[src/hdl/fofc_pkg.sv]
// Constants for the flat and offset compensation configuration bank
package fofc_pkg;
  // Register indices as printed; byte address is four times the index
  localparam logic [7:0] FOFC_IDX_FLAT_THRESHOLD = 8'h67;
  localparam logic [7:0] FOFC_IDX_FLAT_HOLD_HYST = 8'h68;
  localparam logic [7:0] FOFC_IDX_OFFSET_COMP = 8'h69;
  localparam logic [7:0] FOFC_IDX_FLAT_STATUS = 8'h70;
  localparam int FOFC_ADDR_W = 10;
  localparam int FOFC_BYTE_SHIFT = 2;

  // Reset values
  localparam logic [7:0] FOFC_RST_FLAT_THRESHOLD = 8'h08;
  localparam logic [7:0] FOFC_RST_FLAT_HOLD_HYST = 8'h11;
  localparam logic [7:0] FOFC_RST_OFFSET_COMP = 8'h00;

  // Field positions
  localparam int FOFC_THETA_LSB = 0;
  localparam int FOFC_THETA_W = 6;
  localparam int FOFC_HYST_LSB = 0;
  localparam int FOFC_HYST_W = 3;
  localparam int FOFC_HOLD_LSB = 4;
  localparam int FOFC_HOLD_W = 2;
  localparam int FOFC_GYR_EN_BIT = 6;
  localparam int FOFC_ACC_X_LSB = 4;
  localparam int FOFC_ACC_Y_LSB = 2;
  localparam int FOFC_ACC_Z_LSB = 0;
  localparam int FOFC_ACC_W = 2;
  localparam int FOFC_STAT_LEVEL_BIT = 0;
  localparam int FOFC_STAT_PEND_BIT = 1;

  // Hold time codes and their durations in milliseconds
  localparam int FOFC_MS_W = 12;
  localparam logic [1:0] FOFC_HOLD_0MS = 2'h0;
  localparam logic [1:0] FOFC_HOLD_640MS = 2'h1;
  localparam logic [1:0] FOFC_HOLD_1280MS = 2'h2;
  localparam logic [FOFC_MS_W-1:0] FOFC_MS_640 = 12'h280;
  localparam logic [FOFC_MS_W-1:0] FOFC_MS_1280 = 12'h500;
  localparam logic [FOFC_MS_W-1:0] FOFC_MS_2560 = 12'hA00;
  localparam logic [FOFC_MS_W-1:0] FOFC_MS_ZERO = 12'h000;

  // Accelerometer compensation target codes
  typedef enum logic [1:0] {
    FOFC_ACC_OFF = 2'h0,
    FOFC_ACC_PLUS_1G = 2'h1,
    FOFC_ACC_MINUS_1G = 2'h2,
    FOFC_ACC_ZERO_G = 2'h3
  } fofc_acc_target_t;

  // Clock rate and millisecond tick
  localparam int FOFC_CLK_HZ = 100_000_000;
  localparam int FOFC_MS_PER_S = 1000;
  localparam int FOFC_CLK_PER_MS = FOFC_CLK_HZ / FOFC_MS_PER_S;
endpackage

[src/hdl/fofc_hold_if.sv]
// Link between the register bank and the flat hold timer
`timescale 1ns/10ps
interface fofc_hold_if;
  import fofc_pkg::*;
  logic flat_state;
  logic [FOFC_MS_W-1:0] hold_ms;
  logic ms_tick;
  logic flat_int;
  logic pending;
  logic level;
  modport ctl (output flat_state, output hold_ms, output ms_tick,
               input flat_int, input pending, input level);
  modport tmr (input flat_state, input hold_ms, input ms_tick,
               output flat_int, output pending, output level);
endinterface

[src/hdl/fofc_config.sv]
// Flat interrupt and fast offset compensation configuration bank on Avalon-MM
//
// Functional notes
// - Flat configuration lives in two consecutive bytes from 0x67: angle, then hold/hysteresis.
// - Six-bit flat threshold angle in bits 5:0, 0 to 44.8 degrees, resets to 8.
// - Flat interrupt only after flat state stable for 0, 640, 1280 or 2560 ms.
// - Hysteresis in bits 2:0 of second flat byte drives detection, resets to 1.
// - Offset compensation byte at 0x69 is read-write and resets to zero.
// - Bit 6 of compensation byte includes all three gyro axes.
// - Accel x target bits 5:4: off, +1 g, -1 g, 0 g.
// - Accel y target bits 3:2: off, +1 g, -1 g, 0 g.
// - Accel z target bits 1:0: off, +1 g, -1 g, 0 g.
//
// The Avalon-MM slave port was decided locally.
`timescale 1ns/10ps
module fofc_config
  import fofc_pkg::*;
#(
  parameter int CLK_PER_MS = FOFC_CLK_PER_MS
)(
  input wire logic clk_sys,
  input wire logic arst_n,
  input wire logic [FOFC_ADDR_W-1:0] avs_address,
  input wire logic avs_read,
  input wire logic avs_write,
  input wire logic [31:0] avs_writedata,
  input wire logic [3:0] avs_byteenable,
  output logic [31:0] avs_readdata,
  output logic avs_waitrequest,
  input wire logic flat_state,
  output logic [FOFC_THETA_W-1:0] flat_theta,
  output logic [FOFC_HYST_W-1:0] level_hysteresis,
  output logic [FOFC_HOLD_W-1:0] flat_hold_code,
  output logic flat_int,
  output logic [2:0] gyr_comp_en,
  output logic [2:0] acc_comp_en,
  output logic [2:0] acc_target_plus,
  output logic [2:0] acc_target_minus
);
  localparam int TICK_W = $clog2(CLK_PER_MS + 1);

  // Elaboration check on the tick divider
  if (CLK_PER_MS < 1) begin : g_bad_div
    $error("CLK_PER_MS must be at least one");
  end

  logic [7:0] flat_threshold_angle;
  logic [7:0] flat_hold_and_hysteresis;
  logic [7:0] offset_comp_config;
  logic ack;
  logic access;
  logic wr_go;
  logic [7:0] reg_index;
  logic [7:0] next_rdata;
  logic [TICK_W-1:0] tick_cnt;
  logic ms_tick;
  logic [FOFC_MS_W-1:0] hold_ms;

  fofc_hold_if hold ();

  // Decode a hold code into milliseconds
  function automatic logic [FOFC_MS_W-1:0] hold_code_ms(input logic [1:0] code);
    logic [FOFC_MS_W-1:0] ms;
    ms = FOFC_MS_2560;
    if (code == FOFC_HOLD_0MS) begin
      ms = FOFC_MS_ZERO;
    end else if (code == FOFC_HOLD_640MS) begin
      ms = FOFC_MS_640;
    end else if (code == FOFC_HOLD_1280MS) begin
      ms = FOFC_MS_1280;
    end
    return ms;
  endfunction

  // Decode an axis target code into enable, plus and minus flags
  function automatic logic [2:0] acc_decode(input logic [1:0] code);
    logic [2:0] d;
    d = 3'h0;
    case (fofc_acc_target_t'(code))
      FOFC_ACC_PLUS_1G: d = 3'h3;
      FOFC_ACC_MINUS_1G: d = 3'h5;
      FOFC_ACC_ZERO_G: d = 3'h1;
      default: d = 3'h0;
    endcase
    return d;
  endfunction

  // Bus address to register index; address bits below FOFC_BYTE_SHIFT are ignored, so unaligned addresses map too
  assign reg_index = avs_address[FOFC_BYTE_SHIFT +: 8];
  assign access = avs_read || avs_write;

  // One wait cycle per access keeps read data registered
  assign avs_waitrequest = access && !ack;
  assign wr_go = avs_write && ack && avs_byteenable[0];

  always_ff @(posedge clk_sys or negedge arst_n) begin
    if (!arst_n) begin
      ack <= 1'b0;
    end else begin
      ack <= access && !ack;
    end
  end

  // Register writes; reserved bits are kept so software reads them back
  always_ff @(posedge clk_sys or negedge arst_n) begin
    if (!arst_n) begin
      flat_threshold_angle <= FOFC_RST_FLAT_THRESHOLD;
      flat_hold_and_hysteresis <= FOFC_RST_FLAT_HOLD_HYST;
      offset_comp_config <= FOFC_RST_OFFSET_COMP;
    end else if (wr_go) begin
      if (reg_index == FOFC_IDX_FLAT_THRESHOLD) begin
        flat_threshold_angle <= avs_writedata[7:0];
      end else if (reg_index == FOFC_IDX_FLAT_HOLD_HYST) begin
        flat_hold_and_hysteresis <= avs_writedata[7:0];
      end else if (reg_index == FOFC_IDX_OFFSET_COMP) begin
        offset_comp_config <= avs_writedata[7:0];
      end
    end
  end

  // Read mux; unmapped addresses read zero
  always_comb begin
    next_rdata = 8'h00;
    if (reg_index == FOFC_IDX_FLAT_THRESHOLD) begin
      next_rdata = flat_threshold_angle;
    end else if (reg_index == FOFC_IDX_FLAT_HOLD_HYST) begin
      next_rdata = flat_hold_and_hysteresis;
    end else if (reg_index == FOFC_IDX_OFFSET_COMP) begin
      next_rdata = offset_comp_config;
    end else if (reg_index == FOFC_IDX_FLAT_STATUS) begin
      next_rdata[FOFC_STAT_LEVEL_BIT] = hold.level;
      next_rdata[FOFC_STAT_PEND_BIT] = hold.pending;
    end
  end

  // Read data captured in the wait cycle, standing at the release edge
  always_ff @(posedge clk_sys or negedge arst_n) begin
    if (!arst_n) begin
      avs_readdata <= 32'h0000_0000;
    end else if (avs_read && !ack) begin
      avs_readdata <= {24'h00_0000, next_rdata};
    end
  end

  // Millisecond tick; slow enough that the hold counter stays small
  always_ff @(posedge clk_sys or negedge arst_n) begin
    if (!arst_n) begin
      tick_cnt <= '0;
      ms_tick <= 1'b0;
    end else if (tick_cnt == TICK_W'(CLK_PER_MS - 1)) begin
      tick_cnt <= '0;
      ms_tick <= 1'b1;
    end else begin
      tick_cnt <= tick_cnt + 1'b1;
      ms_tick <= 1'b0;
    end
  end

  // Field outputs to the detection and compensation engines
  assign flat_theta = flat_threshold_angle[FOFC_THETA_LSB +: FOFC_THETA_W];
  assign level_hysteresis = flat_hold_and_hysteresis[FOFC_HYST_LSB +: FOFC_HYST_W];
  assign flat_hold_code = flat_hold_and_hysteresis[FOFC_HOLD_LSB +: FOFC_HOLD_W];
  assign hold_ms = hold_code_ms(flat_hold_code);
  assign gyr_comp_en = {3{offset_comp_config[FOFC_GYR_EN_BIT]}};

  // Per-axis accelerometer target decode, index 0 is z, 2 is x
  for (genvar i = 0; i < 3; i++) begin : g_axis
    localparam int LSB = (i == 0) ? FOFC_ACC_Z_LSB : (i == 1) ? FOFC_ACC_Y_LSB : FOFC_ACC_X_LSB;
    logic [2:0] dec;
    assign dec = acc_decode(offset_comp_config[LSB +: FOFC_ACC_W]);
    assign acc_comp_en[i] = dec[0];
    assign acc_target_plus[i] = dec[1];
    assign acc_target_minus[i] = dec[2];
  end

  // Hold timer connection
  assign hold.flat_state = flat_state;
  assign hold.hold_ms = hold_ms;
  assign hold.ms_tick = ms_tick;
  assign flat_int = hold.flat_int;

  fofc_flat_hold u_hold (
    .clk_sys(clk_sys),
    .arst_n(arst_n),
    .hold(hold.tmr)
  );

  // Writes to the first flat byte land in the threshold angle
  property p_theta_write;
    @(posedge clk_sys) disable iff (!arst_n)
      (wr_go && reg_index == FOFC_IDX_FLAT_THRESHOLD)
        |=> flat_theta == $past(avs_writedata[5:0]);
  endproperty
  a_theta_write: assert property (p_theta_write) else $error("theta not written");

  // Second flat byte sits one index above the first
  property p_hold_write;
    @(posedge clk_sys) disable iff (!arst_n)
      (wr_go && reg_index == FOFC_IDX_FLAT_HOLD_HYST)
        |=> flat_hold_code == $past(avs_writedata[5:4]) && $stable(flat_theta);
  endproperty
  a_hold_write: assert property (p_hold_write) else $error("hold byte wrong");

  // Threshold holds its value without a write to it
  property p_theta_stable;
    @(posedge clk_sys) disable iff (!arst_n)
      !(wr_go && reg_index == FOFC_IDX_FLAT_THRESHOLD) |=> $stable(flat_theta);
  endproperty
  a_theta_stable: assert property (p_theta_stable) else $error("theta changed");

  // Hold time in ms matches the code
  property p_hold_map;
    @(posedge clk_sys) disable iff (!arst_n)
      hold_ms == ((flat_hold_code == 2'h0) ? 12'h000 : (flat_hold_code == 2'h1) ? 12'h280 :
                  (flat_hold_code == 2'h2) ? 12'h500 : 12'hA00);
  endproperty
  a_hold_map: assert property (p_hold_map) else $error("hold map wrong");

  // Bit 3 of the second flat byte never reaches the hysteresis
  property p_hyst_write;
    @(posedge clk_sys) disable iff (!arst_n)
      (wr_go && reg_index == FOFC_IDX_FLAT_HOLD_HYST)
        |=> level_hysteresis == $past(avs_writedata[2:0]);
  endproperty
  a_hyst_write: assert property (p_hyst_write) else $error("hysteresis wrong");

  // Reading the compensation byte returns what was written
  property p_comp_readback;
    @(posedge clk_sys) disable iff (!arst_n)
      (avs_read && !ack && reg_index == FOFC_IDX_OFFSET_COMP)
        |=> !avs_waitrequest && avs_readdata == {24'h00_0000, offset_comp_config};
  endproperty
  a_comp_readback: assert property (p_comp_readback) else $error("comp readback wrong");

  // Gyro enable follows bit 6 one cycle after a write
  property p_gyr_en;
    @(posedge clk_sys) disable iff (!arst_n)
      (wr_go && reg_index == FOFC_IDX_OFFSET_COMP)
        |=> gyr_comp_en == {3{$past(avs_writedata[6])}};
  endproperty
  a_gyr_en: assert property (p_gyr_en) else $error("gyro enable wrong");

  // X axis: code 10 means minus one g
  property p_acc_x;
    @(posedge clk_sys) disable iff (!arst_n)
      acc_comp_en[2] == (offset_comp_config[5:4] != 2'h0) &&
      acc_target_minus[2] == (offset_comp_config[5:4] == 2'h2);
  endproperty
  a_acc_x: assert property (p_acc_x) else $error("x target wrong");

  // Y axis: code 01 means plus one g
  property p_acc_y;
    @(posedge clk_sys) disable iff (!arst_n)
      acc_comp_en[1] == (offset_comp_config[3:2] != 2'h0) &&
      acc_target_plus[1] == (offset_comp_config[3:2] == 2'h1);
  endproperty
  a_acc_y: assert property (p_acc_y) else $error("y target wrong");

  // Z axis: code 11 is zero g, neither plus nor minus
  property p_acc_z;
    @(posedge clk_sys) disable iff (!arst_n)
      (offset_comp_config[1:0] == 2'h3)
        |-> acc_comp_en[0] && !acc_target_plus[0] && !acc_target_minus[0];
  endproperty
  a_acc_z: assert property (p_acc_z) else $error("z target wrong");

  // Exactly one wait cycle per request
  property p_one_wait;
    @(posedge clk_sys) disable iff (!arst_n)
      (access && !ack) |-> avs_waitrequest ##1 !avs_waitrequest;
  endproperty
  a_one_wait: assert property (p_one_wait) else $error("wait cycle count wrong");

  // Compensation byte takes the whole written byte, threshold untouched
  property p_comp_write;
    @(posedge clk_sys) disable iff (!arst_n)
      (wr_go && reg_index == FOFC_IDX_OFFSET_COMP)
        |=> offset_comp_config == $past(avs_writedata[7:0]) && $stable(flat_theta);
  endproperty
  a_comp_write: assert property (p_comp_write) else $error("comp byte wrong");

  // Reserved bits of the first flat byte are stored as written
  property p_reserved_kept;
    @(posedge clk_sys) disable iff (!arst_n)
      (wr_go && reg_index == FOFC_IDX_FLAT_THRESHOLD)
        |=> flat_threshold_angle == $past(avs_writedata[7:0]);
  endproperty
  a_reserved_kept: assert property (p_reserved_kept) else $error("reserved bits lost");

  // A write with byte lane 0 off leaves every register alone
  property p_masked_write;
    @(posedge clk_sys) disable iff (!arst_n)
      (avs_write && ack && !avs_byteenable[0])
        |=> $stable(flat_threshold_angle) && $stable(flat_hold_and_hysteresis) &&
            $stable(offset_comp_config);
  endproperty
  a_masked_write: assert property (p_masked_write) else $error("masked write landed");

  // A read never disturbs the stored bytes
  property p_read_quiet;
    @(posedge clk_sys) disable iff (!arst_n)
      avs_read
        |=> $stable(flat_threshold_angle) && $stable(flat_hold_and_hysteresis) &&
            $stable(offset_comp_config);
  endproperty
  a_read_quiet: assert property (p_read_quiet) else $error("read changed a register");

  // Unmapped indices read as zero
  property p_unmapped_zero;
    @(posedge clk_sys) disable iff (!arst_n)
      (avs_read && !ack && reg_index != FOFC_IDX_FLAT_THRESHOLD &&
       reg_index != FOFC_IDX_FLAT_HOLD_HYST && reg_index != FOFC_IDX_OFFSET_COMP &&
       reg_index != FOFC_IDX_FLAT_STATUS) |=> avs_readdata == 32'h0000_0000;
  endproperty
  a_unmapped_zero: assert property (p_unmapped_zero) else $error("unmapped read not zero");

  // Status read shows the stored level and the pending hold
  property p_status_read;
    @(posedge clk_sys) disable iff (!arst_n)
      (avs_read && !ack && reg_index == FOFC_IDX_FLAT_STATUS)
        |=> avs_readdata[FOFC_STAT_LEVEL_BIT] == $past(hold.level) &&
            avs_readdata[FOFC_STAT_PEND_BIT] == $past(hold.pending);
  endproperty
  a_status_read: assert property (p_status_read) else $error("status read wrong");

  // X axis: code 01 is plus one g
  property p_acc_x_plus;
    @(posedge clk_sys) disable iff (!arst_n)
      acc_target_plus[2] == (offset_comp_config[5:4] == 2'h1);
  endproperty
  a_acc_x_plus: assert property (p_acc_x_plus) else $error("x plus wrong");

  // Y axis: code 10 is minus one g
  property p_acc_y_minus;
    @(posedge clk_sys) disable iff (!arst_n)
      acc_target_minus[1] == (offset_comp_config[3:2] == 2'h2);
  endproperty
  a_acc_y_minus: assert property (p_acc_y_minus) else $error("y minus wrong");

  // Z axis: plus and minus flags follow codes 01 and 10
  property p_acc_z_sign;
    @(posedge clk_sys) disable iff (!arst_n)
      acc_target_plus[0] == (offset_comp_config[1:0] == 2'h1) &&
      acc_target_minus[0] == (offset_comp_config[1:0] == 2'h2);
  endproperty
  a_acc_z_sign: assert property (p_acc_z_sign) else $error("z sign wrong");

  // Main scenarios
  c_write_comp: cover property (@(posedge clk_sys) disable iff (!arst_n)
    wr_go && reg_index == FOFC_IDX_OFFSET_COMP);
  c_read_status: cover property (@(posedge clk_sys) disable iff (!arst_n)
    avs_read && ack && reg_index == FOFC_IDX_FLAT_STATUS);
  c_flat_irq: cover property (@(posedge clk_sys) disable iff (!arst_n) flat_int);
endmodule

[src/hdl/fofc_flat_hold.sv]
// Flat hold timer: flags a flat change once it has stayed stable long enough
`timescale 1ns/10ps
module fofc_flat_hold
  import fofc_pkg::*;
(
  input wire logic clk_sys,
  input wire logic arst_n,
  fofc_hold_if.tmr hold
);
  logic [FOFC_MS_W-1:0] ms_cnt;
  logic changed;

  assign changed = hold.flat_state != hold.level;

  // Track the last seen flat level
  always_ff @(posedge clk_sys or negedge arst_n) begin
    if (!arst_n) begin
      hold.level <= 1'b0;
    end else begin
      hold.level <= hold.flat_state;
    end
  end

  // Restart on any change; fire once the stable time reaches the hold time
  always_ff @(posedge clk_sys or negedge arst_n) begin
    if (!arst_n) begin
      ms_cnt <= FOFC_MS_ZERO;
      hold.pending <= 1'b0;
      hold.flat_int <= 1'b0;
    end else begin
      hold.flat_int <= 1'b0;
      if (changed) begin
        ms_cnt <= FOFC_MS_ZERO;
        hold.pending <= 1'b1;
      end else if (hold.pending) begin
        // First tick may land at once, so one extra ms keeps the full hold
        if (hold.hold_ms == FOFC_MS_ZERO || ms_cnt > hold.hold_ms) begin
          hold.flat_int <= 1'b1;
          hold.pending <= 1'b0;
        end else if (hold.ms_tick) begin
          ms_cnt <= ms_cnt + 1'b1;
        end
      end
    end
  end

  // Interrupt only after the counted stable time covers the hold time
  property p_hold_reached;
    @(posedge clk_sys) disable iff (!arst_n)
      $rose(hold.flat_int) |->
        $past(hold.hold_ms) == FOFC_MS_ZERO || $past(ms_cnt) > $past(hold.hold_ms);
  endproperty
  a_hold_reached: assert property (p_hold_reached) else $error("flat irq before hold");

  // A change of the flat level never fires in the next cycle with hold set
  property p_change_restarts;
    @(posedge clk_sys) disable iff (!arst_n)
      (changed && hold.hold_ms != FOFC_MS_ZERO) |=> !hold.flat_int;
  endproperty
  a_change_restarts: assert property (p_change_restarts) else $error("hold not restarted");

  c_flat_int: cover property (@(posedge clk_sys) disable iff (!arst_n) hold.flat_int);
endmodule

[config.mk]
export PLATFORM = sky130hd
export DESIGN_NAME = fofc_config
export DESIGN_NICKNAME = d
export VERILOG_FILES = /design/src/hdl/fofc_pkg.sv /design/src/hdl/fofc_hold_if.sv /design/src/hdl/fofc_config.sv /design/src/hdl/fofc_flat_hold.sv
export SDC_FILE = /design/constraint.sdc
export NUM_CORES = 1
export LEC_CHECK = 0
export ABC_AREA = 1
export BUFFER_PORTS_ARGS = -buffer_cell sky130_fd_sc_hd__buf_2
export CELL_PAD_IN_SITES_DETAIL_PLACEMENT = 1
export CELL_PAD_IN_SITES_GLOBAL_PLACEMENT = 1
export CORE_ASPECT_RATIO = 1.75
export CORE_UTILIZATION = 25
export CTS_CLUSTER_DIAMETER = 60
export CTS_CLUSTER_SIZE = 8
export DETAILED_ROUTE_END_ITERATION = 6
export MAX_ROUTING_LAYER = met4
export PLACE_DENSITY_LB_ADDON = 0.3
export SLEW_MARGIN = 20
export SYNTH_ARGS = -nofsm -noshare
export SYNTH_HDL_FRONTEND = slang
export SYNTH_SLANG_ARGS = --single-unit
[constraint.sdc]
create_clock -name clk_sys -period 4.8 [get_ports clk_sys]
set_input_delay 0.72 -clock clk_sys [delete_from_list [all_inputs] [get_ports clk_sys]]
set_output_delay 0.72 -clock clk_sys [all_outputs]
set_load 0.05 [all_outputs]
==> out/metrics.yaml <==
syn2layout_area_growth_pct: 13.3
die_h_um: 169
grt.total_usage_pct: 14.6
worst_ep_arrival_time_ns: 2.69
setup_viol: 0
synthXorXnorAreaFrac_pct: 3.69
antenna_found_initial: 0
grt_first_pass_wirelength_um: 18100
cp_slowest_stage_delay_ns: 0.67
clk_latency_ns: 0.33
leakagePower_nw: 2.33
fillCellCount: 1915
netlist_top_cells_count: "112 x nand2_1, 66 x inv_1, 64 x nor2_1"
viasPerCell: 4.46
pin_count: 108
synth_flop_cell: "dfrtp_1"
seq_area_sq_um: 1660
finalCritPeriodShare_pct: 51.5
path_clk_slew_ns: 0.05
post_cts_buffers: 0
holdPathStages: 1
cts_made_buffers: 9
synth_fa_ha_area_share_pct: 2.50
synth_largest_area_cell: "dfrtp_1"
r2r.worst_path.cells: 9
io_buffers: 54
period_needed_ns: 2.47
firstDrtPassIters: 6
coreArea_sq_um: 15500
syn_avg_cell_area_sq_um: 7.77
synth_compound_gate_area_share_pct: 7.88
final_hold_viol_count: 0
drive_gt1_share_pct: 18.5
ys_ff_latch: 66
clock_sinks: 66
postRouteAntennaNets: 0
ys_top_cells_by_area: "dfrtp_1 39%, nand2_1 11%, buf_4 7.1%, inv_1 6.2%, nor2_1 6.0%"
multi_input_comb_area_sq_um: 1820
peakVddDrop_mv: 0.153
cts-root-buf: "clkbuf_16"
post_cts_resize_count: 0
min_path_type: "register to register"
drc: 8
grt.overflow.total: 0
max_cap_violations: 0
antennaDiodeCount: 0
yosysTopAreaCellShare_pct: 39.4
cts_buffer_depth: 2
max_freq_mhz: 405
cts_tree: "done"
synth-edff-count: 0
regToRegSetupSlack_ns: 2.42
hp-start: "ack"
r2r-end: "u_hold.ms_cnt[0]"
ys_warn_count: 0
yosys.area_share.simple_pct: 29.2
synth.cell_area_sq_um: 4000
relSlewSlack_pct: 29.9
drt_iter0_drc: 74
cp_data_required_time_ns: 5.02
post-place-ws_ns: 1.94
fp.dieArea_sq_um: 16500
nets: 616
clock_skew_ns: 0.00771
cpMaxStageDelayCell: "xnor2_2"
postCtsHoldBufs: 0
yosysSeqAreaShare_pct: 41.4
vias: 3336
async_flop_share_pct: 100
tns_ns: 0
grt_max_degree: 67
rsz0062_at_grt: "no"
slew_viol_final: 0
synth_mux_area_share_pct: 0
end_kind: "register"
gp_congestion: 0.818
start_util_pct: 25.7
fin_util_pct: 29.2
powerDensity_nw_per_um2: 317
h-tree-depth: 3
yosys.cell_types.count: 39
synth.most_common_cell: "nand2_1"
whs_endpoint: "ack"
cp_max_fo: 15
tightest_slew_ns: 1.05
setup_ws_ns: 2.33
startpoint_type: "primary input"
grt_pass1_vias: 3612
wl_um: 11000
synth_top_family_by_area: "simple AND/OR/NAND/NOR gates"
wire_per_inst_um: 14.7
dpl.hpwl_um: 8450
violations: "DRC"
reg2reg_from: "flat_hold_and_hysteresis[4]"
die_w_um: 97.6
worstSetupPathType: "primary input to register"
synth_cells: 515
path_cells: "buf_2, xnor2_2, inv_1, or2_1, nand3_1, nand2_1"
rows: 60
status: "finished with violations"
[critical path, delay by kind of cell]
| family | cells | cell delay (ns) |
|---|---|---|
| xor gates and xnor gates | 1 | 0.67 |
| and+or+nand+nor | 3 | 0.73 |
| buffers and inverters | 2 | 0.56 |
[through the flow]
stage,instances,power [W],hold slack [ns],instance area [sq um]
2_1_floorplan,538,0.000759,0.424,4090
5_1_grt,748,0.00150,0.503,4530
3_5_place_dp,732,0.000799,0.463,4240
6_report,748,0.00144,0.467,4530
4_1_cts,748,0.00147,0.470,4530
3_3_place_gp,732,0.000795,0.449,4240
[layer usage]
metal  track usage (%)  share of wire [%]
met1              14.5                 38
met2              28.1                 58
met3              2.43                2.3
met4              5.47                2.0
met5                 -                  0
[state kept, by name, summed over array words and instances (netlist names)]
register and flops:
u_hold.ms_cnt 12, ack 1, u_hold.hold.level 1, tick_cnt 17, offset_comp_config 8, u_hold.hold.flat_int 1, hold.ms_tick 1, avs_readdata 8
u_hold.hold.pending 1, flat_threshold_angle 8, flat_hold_and_hysteresis 8
[cells by family after synthesis]
logic type                 Yosys count
and+or+nand+nor                    260
buffers and inverters              115
DFF                                 66
AOI/OAI and AO/OA                   49
xor gates and xnor gates            16
adders and majority gates            8
other                                1
[report_power, final]
group          switching [W]  total, W  internal (W)  leakage [nW]
clock network       0.000236  0.000651      0.000415         0.144
registers          0.0000173  0.000592      0.000575         0.847
logic               0.000153  0.000194     0.0000410          1.34
total               0.000406   0.00144       0.00103          2.33
[worst max path at each step]
stage / startpoint / end
2_1_floorplan: avs_write / avs_waitrequest
3_3_place_gp: flat_state / u_hold.ms_cnt[9]
3_5_place_dp: flat_state / u_hold.ms_cnt[0]
4_1_cts: flat_state / u_hold.ms_cnt[0]
5_1_grt: flat_hold_and_hysteresis[4] / u_hold.ms_cnt[0]
6_report: flat_state / u_hold.ms_cnt[0]
[final cells by class]
type	count	area share [%]
clock inverter	3	0.883
sequential	66	36.5
multi-input combinational	357	40.1
tap	186	5.13
clock buffer	13	5.52
inverter	68	5.68
timing repair buffer	55	6.13
[layout by cell type, fill, tap and decap left out, drive strengths merged]
| master | n |
|---|---|
| a21oi | 5 |
| a22oi | 1 |
| buf | 55 |
| bufinv | 1 |
| clkbuf | 13 |
| clkinv | 2 |
| conb | 24 |
| dfrtp | 63 |
| dfstp | 3 |
| ha | 8 |
| inv | 68 |
| nand2 | 119 |
| nand3 | 42 |
| nand3b | 1 |
| nand4 | 14 |
| nor2 | 66 |
| nor3 | 14 |
| nor3b | 1 |
| nor4 | 1 |
| o21ai | 38 |
| o21bai | 1 |
| o22ai | 4 |
| or2 | 2 |
| xnor2 | 2 |
| xor2 | 14 |
Note: power is estimated with default switching activity, not from simulation.
